===== src/mpl_pkg.sv =====
// Purpose: constants for the panel and line control block
// Assumes: 40 MHz system clock
// Notes: bit positions follow the command, status and error words
package mpl_pkg;
    localparam int CLK_HZ = 40_000_000;
    localparam int WD_TIME_S = 30;
    localparam longint WD_CYCLES = longint'(WD_TIME_S) * CLK_HZ;
    localparam int DEB_TIME_US = 1000;
    localparam int DEB_CYCLES = (DEB_TIME_US * (CLK_HZ / 1_000_000));
    // options word bits
    localparam int OPT_PANEL_OFF = 4;
    localparam int OPT_HOOK_LATCH = 3;
    // command word bits
    localparam int CMD_MULTIDROP = 3;
    localparam int CMD_TRANSPARENT = 4;
    localparam int CMD_TALK = 6;
    localparam int CMD_WATCHDOG = 7;
    localparam int CMD_LEASED = 14;
    localparam int CMD_TWO_WIRE = 15;
    // status word bits
    localparam int ST_OFF_HOOK = 1;
    localparam int ST_TRANSPARENT = 4;
    localparam int ST_ORIGINATE = 5;
    localparam int ST_HOOK_INPUT = 15;
    // error word bit
    localparam int ERR_MULTIDROP = 3;
    // reset values
    localparam logic [15:0] STATUS_RESET = 16'h0000;
    localparam logic [15:0] ERROR_RESET = 16'h0000;
endpackage


===== src/mpl_panel_line.sv =====
// Purpose: front panel, hook input and line mode control
// Assumes: switch and hook inputs are asynchronous, active high
// Notes: switch positions act once on entry, not while held
// Function
// - options bit 4 disables all panel switches
// - mode toggle transparent sets status bit 4
// - mode toggle native clears status bit 4
// - originate position disables auto-answer, sets bit 5
// - answer position enables auto-answer, clears bit 5
// - connect goes off hook, sets bit 1
// - connect dials only with non-zero pointer
// - hang-up goes on hook, clears bit 1
// - hook input high: off hook, bit 15
// - hook input low: hang up, clear 15
// - continuation dialing ignores hook input
// - watchdog dials after 30 s without edge
// - options bit 3 latches hook assertion
// - talk relay closes on rts or bit 6
// - dial-up ignores multidrop, sets error bit 3
// - dial-up selection cancels active multidrop
// - bit 14 set, 15 clear: four-wire leased
// - leased point-to-point starts carrier at entry
// - leased originator restarts carrier on loss
// - two-wire leased holds line off hook
// - bits 14 and 15 set: two-wire leased
`timescale 1ns/1ps
`default_nettype none
module mpl_panel_line
    import mpl_pkg::*;
#(
    parameter longint WD_COUNT = WD_CYCLES,
    parameter int DEB_COUNT = DEB_CYCLES
) (
    input wire logic clk,
    input wire logic reset_n,
    input wire logic clk_en,
    input wire logic sw_transparent,
    input wire logic sw_native,
    input wire logic sw_originate,
    input wire logic sw_answer,
    input wire logic sw_connect,
    input wire logic sw_hangup,
    input wire logic hook_input,
    input wire logic [15:0] options_word,
    input wire logic [15:0] command_word,
    input wire logic [15:0] dial_pointer,
    input wire logic dial_continue,
    input wire logic carrier_detect,
    input wire logic rts,
    output logic transparent_mode,
    output logic auto_answer,
    output logic answer_lamp,
    output logic off_hook,
    output logic off_hook_lamp,
    output logic phone_relay_open,
    output logic dial_start,
    output logic carrier_start,
    output logic talk_relay_output,
    output logic multidrop_active,
    output logic four_wire_leased,
    output logic two_wire_leased,
    output logic [15:0] status_word,
    output logic [15:0] error_word
);
    localparam int NIN = 7;
    localparam int DW = $clog2(DEB_COUNT + 1);
    localparam int WW = $clog2(WD_COUNT + 1);

    // refuse counts the debounce and watchdog cannot serve
    if (DEB_COUNT < 1 || WD_COUNT < 2) begin : g_bad_count
        $error("mpl_panel_line: counts too small");
    end

    typedef struct packed {
        logic [NIN-1:0] sync1;
        logic [NIN-1:0] sync2;
        logic [NIN-1:0] stable;
        logic [NIN-1:0][DW-1:0] deb;
        logic [WW-1:0] wd_cnt;
        logic hook_latched;
        logic panel_hook;
        logic was_leased;
        logic was_carrier;
        logic transparent_mode;
        logic auto_answer;
        logic off_hook;
        logic dial_start;
        logic carrier_start;
        logic talk;
        logic multidrop;
        logic four_wire;
        logic two_wire;
        logic [15:0] status;
        logic [15:0] error;
    } mpl_state_t;

    mpl_state_t q, next_q;
    logic [NIN-1:0] raw;
    logic [NIN-1:0] rise;
    logic [NIN-1:0] fall;
    logic leased_any;

    assign raw = {hook_input, sw_hangup, sw_connect, sw_answer,
                  sw_originate, sw_native, sw_transparent};
    assign leased_any = command_word[CMD_LEASED];

    genvar gi;
    generate
        for (gi = 0; gi < NIN; gi++) begin : g_deb
            assign rise[gi] = q.sync2[gi] && !q.stable[gi]
                && (q.deb[gi] == DW'(DEB_COUNT));
            assign fall[gi] = !q.sync2[gi] && q.stable[gi]
                && (q.deb[gi] == DW'(DEB_COUNT));
        end
    endgenerate

    always_comb begin
        logic panel_on;
        logic hook_level;
        logic go_dial;
        panel_on = 1'b0;
        hook_level = 1'b0;
        go_dial = 1'b0;
        next_q = q;
        next_q.sync1 = raw;
        next_q.sync2 = q.sync1;
        next_q.dial_start = 1'b0;
        next_q.carrier_start = 1'b0;
        for (int i = 0; i < NIN; i++) begin
            if (q.sync2[i] == q.stable[i]) begin
                next_q.deb[i] = '0;
            end else if (q.deb[i] == DW'(DEB_COUNT)) begin
                next_q.stable[i] = q.sync2[i];
                next_q.deb[i] = '0;
            end else begin
                next_q.deb[i] = q.deb[i] + DW'(1);
            end
        end
        panel_on = !options_word[OPT_PANEL_OFF];
        if (panel_on) begin
            if (rise[0]) begin
                next_q.transparent_mode = 1'b1;
            end else if (rise[1]) begin
                next_q.transparent_mode = 1'b0;
            end
            if (rise[2]) begin
                next_q.auto_answer = 1'b0;
            end else if (rise[3]) begin
                next_q.auto_answer = 1'b1;
            end
            if (rise[4]) begin
                next_q.panel_hook = 1'b1;
                go_dial = (dial_pointer != 16'h0000);
            end else if (rise[5]) begin
                next_q.panel_hook = 1'b0;
            end
        end
        if (rise[6] && options_word[OPT_HOOK_LATCH]) begin
            next_q.hook_latched = 1'b1;
        end else if (!options_word[OPT_HOOK_LATCH]) begin
            next_q.hook_latched = 1'b0;
        end
        if (rise[6] && dial_pointer != 16'h0000) begin
            go_dial = 1'b1;
        end
        hook_level = next_q.stable[6] || next_q.hook_latched;
        if (dial_continue && !carrier_detect && q.off_hook) begin
            hook_level = 1'b1;
        end
        if (!command_word[CMD_WATCHDOG] || rise[6] || fall[6]) begin
            next_q.wd_cnt = '0;
        end else if (q.wd_cnt == WW'(WD_COUNT - 1)) begin
            next_q.wd_cnt = '0;
            go_dial = 1'b1;
            next_q.panel_hook = 1'b1;
        end else begin
            next_q.wd_cnt = q.wd_cnt + WW'(1);
        end
        next_q.four_wire = command_word[CMD_LEASED]
            && !command_word[CMD_TWO_WIRE];
        next_q.two_wire = command_word[CMD_LEASED]
            && command_word[CMD_TWO_WIRE];
        if (!leased_any && command_word[CMD_MULTIDROP]) begin
            next_q.error[ERR_MULTIDROP] = 1'b1;
        end
        next_q.multidrop = next_q.two_wire
            && command_word[CMD_MULTIDROP]
            && command_word[CMD_TRANSPARENT];
        next_q.off_hook = next_q.panel_hook || hook_level || next_q.two_wire;
        if (rise[5] && panel_on && !hook_level && !next_q.two_wire) begin
            next_q.off_hook = 1'b0;
        end
        next_q.dial_start = go_dial && !leased_any;
        next_q.was_leased = leased_any;
        next_q.was_carrier = carrier_detect;
        if (leased_any && !next_q.multidrop && !q.was_leased) begin
            next_q.carrier_start = 1'b1;
        end
        if (leased_any && !next_q.multidrop && !q.auto_answer
                && q.was_carrier && !carrier_detect) begin
            next_q.carrier_start = 1'b1;
        end
        next_q.talk = rts || command_word[CMD_TALK];
        next_q.status[ST_TRANSPARENT] = next_q.transparent_mode;
        next_q.status[ST_ORIGINATE] = !next_q.auto_answer;
        next_q.status[ST_OFF_HOOK] = next_q.panel_hook;
        // bit 15 shows the input itself; latch and continuation only hold
        next_q.status[ST_HOOK_INPUT] = next_q.stable[6];
    end

    always_ff @(posedge clk) begin
        if (!reset_n) begin
            q <= '0;
            q.status <= STATUS_RESET | (16'h0001 << ST_ORIGINATE);
            q.error <= ERROR_RESET;
        end else if (clk_en) begin
            q <= next_q;
        end
    end

    assign transparent_mode = q.transparent_mode;
    assign auto_answer = q.auto_answer;
    assign answer_lamp = q.auto_answer;
    assign off_hook = q.off_hook;
    assign off_hook_lamp = q.off_hook;
    assign phone_relay_open = q.off_hook;
    assign dial_start = q.dial_start;
    assign carrier_start = q.carrier_start;
    assign talk_relay_output = q.talk;
    assign multidrop_active = q.multidrop;
    assign four_wire_leased = q.four_wire;
    assign two_wire_leased = q.two_wire;
    assign status_word = q.status;
    assign error_word = q.error;

    property p_talk;
        @(posedge clk) disable iff (!reset_n)
        clk_en && (rts || command_word[CMD_TALK]) |=> talk_relay_output;
    endproperty
    a_talk: assert property (p_talk) else $error("talk relay open");

    property p_two_wire_hook;
        @(posedge clk) disable iff (!reset_n)
        two_wire_leased |-> off_hook;
    endproperty
    a_two_wire_hook: assert property (p_two_wire_hook)
        else $error("two-wire leased not off hook");

    property p_md_err;
        @(posedge clk) disable iff (!reset_n)
        clk_en && !command_word[CMD_LEASED] && command_word[CMD_MULTIDROP]
            |=> error_word[ERR_MULTIDROP] && !multidrop_active;
    endproperty
    a_md_err: assert property (p_md_err)
        else $error("multidrop in dial-up not flagged");

    property p_status_mode;
        @(posedge clk) disable iff (!reset_n)
        status_word[ST_TRANSPARENT] == transparent_mode
            && status_word[ST_ORIGINATE] == !auto_answer;
    endproperty
    a_status_mode: assert property (p_status_mode)
        else $error("status mode bits disagree");

    property p_lamp;
        @(posedge clk) disable iff (!reset_n)
        answer_lamp == auto_answer && off_hook_lamp == off_hook
            && phone_relay_open == off_hook;
    endproperty
    a_lamp: assert property (p_lamp) else $error("lamp mismatch");

    property p_no_dial_zero;
        @(posedge clk) disable iff (!reset_n)
        clk_en && rise[4] && !rise[6] && dial_pointer == 16'h0000
            && !(q.wd_cnt == WW'(WD_COUNT - 1)) |=> !dial_start;
    endproperty
    a_no_dial_zero: assert property (p_no_dial_zero)
        else $error("dialed with zero pointer");

    property p_four_wire;
        @(posedge clk) disable iff (!reset_n)
        clk_en |=> four_wire_leased == ($past(command_word[CMD_LEASED])
            && !$past(command_word[CMD_TWO_WIRE]));
    endproperty
    a_four_wire: assert property (p_four_wire)
        else $error("four-wire select wrong");

    property p_panel_off;
        @(posedge clk) disable iff (!reset_n)
        clk_en && options_word[OPT_PANEL_OFF]
            |=> $stable(transparent_mode) && $stable(auto_answer);
    endproperty
    a_panel_off: assert property (p_panel_off)
        else $error("panel acted while disabled");

    c_connect: cover property (@(posedge clk) disable iff (!reset_n)
        rise[4] ##1 off_hook);
    c_watchdog: cover property (@(posedge clk) disable iff (!reset_n)
        command_word[CMD_WATCHDOG] && dial_start);
    c_leased: cover property (@(posedge clk) disable iff (!reset_n)
        carrier_start);
endmodule
`default_nettype wire


===== config.mk =====
export PLATFORM = sky130hd
export DESIGN_NAME = mpl_panel_line
export DESIGN_NICKNAME = d
export VERILOG_FILES = /design/src/mpl_pkg.sv /design/src/mpl_panel_line.sv
export SDC_FILE = /design/constraint.sdc
export NUM_CORES = 1
export LEC_CHECK = 0
export ABC_AREA = 1
export BUFFER_PORTS_ARGS = -buffer_cell sky130_fd_sc_hd__buf_2
export CORE_MARGIN = 3
export CORE_UTILIZATION = 50
export CTS_BUF_LIST = sky130_fd_sc_hd__clkbuf_8
export CTS_CLUSTER_SIZE = 30
export DETAILED_ROUTE_END_ITERATION = 12
export PLACE_DENSITY_LB_ADDON = 0.3
export SLEW_MARGIN = 5
export SYNTH_ARGS = -nofsm -noshare
export SYNTH_HDL_FRONTEND = slang
export SYNTH_SLANG_ARGS = --single-unit

===== constraint.sdc =====
create_clock -name clk -period 2.2 [get_ports clk]
set_clock_uncertainty 0.15 [all_clocks]
set_input_delay 0 -clock clk [delete_from_list [all_inputs] [get_ports clk]]
set_output_delay 0 -clock clk [all_outputs]
set_load 0.1 [all_outputs]

==> reports/metrics.yaml <==
status: "complete, no violations"
path_cells: "dlygate4sd3_1, buf_2, inv_4, buf_4, nor2_1, nand2_1, dlygate4sd3_1, a21oi_1"
cts_max_level: 4
synth_adder_area_share_pct: 2.84
critPathSlowestCell: "dlygate4sd3_1"
synth-async-reset-ratio_pct: 0
drc: 0
grt_overflow_total: 0
path_class: "primary input to flip-flop"
fp.dieArea_um2: 22000
cp_slowest_stage_delay_ns: 0.55
largest_reg_flops: 160
rsz0062_at_grt: "no"
synth_most_common_cell: "nand2_1"
cp.required_ns: 2.41
final_cell_area_um2: 11200
start_util_pct: 51.4
path_max_fanout: 32
final.period_utilization_pct: 93.3
port_buffers: 53
vias_per_cell: 5.19
cap_violations: 0
synth_compound_area_share_pct: 13.6
wl_per_cell_um: 12.5
finalHoldViolations: 0
leakage_nw: 4.24
setup_ws_ns: 0.147
synth_ff_type: "dfxtp_1"
setup_viol: 0
syn_to_final_growth_pct: 10.1
syn_area_per_cell_um2: 6.52
cp-end-kind: "flip-flop"
peakVddDrop_uv: 452
crit_arrival_ns: 2.26
cts-root-buf: "clkbuf_8"
synthDistinctLibCells: 47
cts_buffers: 17
clkTransAtPathRegs_ns: 0.10
clock_path_buffers: 2
placed_area_um2: 10500
slew_violations: 0
fin_crit_ns: 2.05
worst_pin_slew_ns: 0.556
grt_max_degree: 83
top_register: "q"
gp_congestion: 0.925
die_h_um: 148
chipWidth_um: 148
rows: 51
finalSetupTns_ns: 0
ys_top_cells_by_count: "354 x nand2_1, 197 x nor2_1, 181 x inv_1"
synth.area.mux_share_pct: 0
clock_latency_ns: 0.47
max_slew_margin_pct: 62.6
yosys-top-cells-area: "dfxtp_1 35%, nand2_1 13%, nor2_1 7.3%"
final_nets: 1691
cts_tree: "yes"
dp_hpwl_um: 16100
ys_seq_area_share_pct: 35.4
netlist_instances: 1554
detail_route.first_pass.iterations: 5
fmax_mhz: 487
ys_seq_elements: 179
synth_xor_area_share_pct: 1.99
dp_slack_ns: 0.189
powerDensity_nw_per_um2: 568
fp.coreArea_um2: 19700
synth.top_cell.area_share_pct: 35.4
drt_wl_total_um: 23500
vias: 9783
crit_top_cell: "dlygate4sd3_1"
track_usage_pct: 21.6
grt_pass1_vias: 8946
cts.sinks: 179
synth_top_family_by_area: "simple AND/OR/NAND/NOR gates"
pin_count: 105
synthSimpleGateAreaFrac_pct: 34.3
ant_nets: 0
grt_first_pass_wirelength_um: 40300
antenna_found_initial: 0
hold_path_class: "primary input to flip-flop"
synth_area_um2: 10100
synth.largest_area_cell: "dfxtp_1"
cp-start-kind: "primary input"
ys_warn_count: 0
drive_gt1_share_pct: 8.70
drt_iter0_drc: 513
diodes: 0
synth_edf_count: 0
==> timing repair <==
| action | 4_1_cts | 5_1_grt |
|---|---|---|
| hold buffers | 28 | 0 |
| gates resized for setup | 0 | 9 |
| buffers inserted | 0 | 0 |
| setup endpoints to repair | 0 | 5 |
| endpoints found under the hold margin | 93 | 0 |
==> metal layers <==
layer	track usage (%)	vias up	routed length [um]	part of all wire, %
met2	35.7	218	10600	45
met3	3.81	36	1040	4.4
li1	-	5111	-	-
met1	29.0	4418	11500	49
met4	6.56	0	420	1.8
met5	0	-	0	0
==> report_power, final <==
group | leakage [nW] | switching [mW] | internal, mW
registers | 1.45 | 0.0309 | 3.28
logic | 2.59 | 0.587 | 0.163
clock network | 0.208 | 1.24 | 1.04
==> layout make-up <==
class	count	area, um^2
clock buffers	18	248
inverters	189	712
clock inverters	14	138
well taps	265	332
repair buffers	92	673
multi-input cells	1128	5470
flip-flops and latches	179	3590
fillers	1945	8560
==> cells by family (layout without fill, tap and decap cells) <==
family | Yosys count | in the layout
other | 1 | 27
buffers and inverters | 273 | 313
flip-flops | 179 | 179
XOR/XNOR | 23 | 23
adder cells (fa/ha/maj) | 23 | 23
AND/OR/NAND/NOR | 797 | 797
AO/OA/AOI/OAI | 258 | 258
==> metrics by stage <==
step / cells / total power [mW] / hold slack [ns] / utilization, %
after floorplan: 1580 / 3.99 / -0.0254 / -
after global placement: 1827 / 4.09 / 0.0711 / 53.2
after detailed placement: 1827 / 4.10 / 0.0770 / 53.2
after CTS: 1887 / 6.39 / 0.108 / 56.6
after global routing: 1885 / 6.58 / 0.149 / 56.6
final: 1885 / 6.34 / 0.140 / 56.6
==> critical path: cells and delay by family <==
kind	cells	cell delay (ns)
compound gates	1	0.06
buf+inv	5	1.94
simple gates	2	0.23
==> placed cells by master, fill, tap and decap left out, drive strengths merged, types with 2 or more instances in the layout <==
cell type,count
o21bai,4
clkinv,6
inv,194
nand3,115
and3,6
nor4,11
nand3b,3
bufinv,2
nor2,216
o211a,3
o31ai,2
xnor2,6
o2111ai,2
and2,2
nand2,355
conb,27
a31oi,2
or2,5
xor2,17
o22ai,8
a21oi,127
nand4,53
dlygate4sd3,26
buf,66
dfxtp,179
o21ai,102
clkbuf,18
nor3,30
o211ai,2
ha,23
==> final timing paths <==
check / start / to / slack, ns / cells past startpoint
hold reg to reg: q[191] / q[191] / 0.32 / 2
hold / removal: sw_connect / next_q[199] / 0.14 / 4
setup / recovery: clk_en / error_word[3] / 0.15 / 8
setup reg to reg: q[45] / q[67] / 0.19 / 10
(Power assumes the default switching activity.)
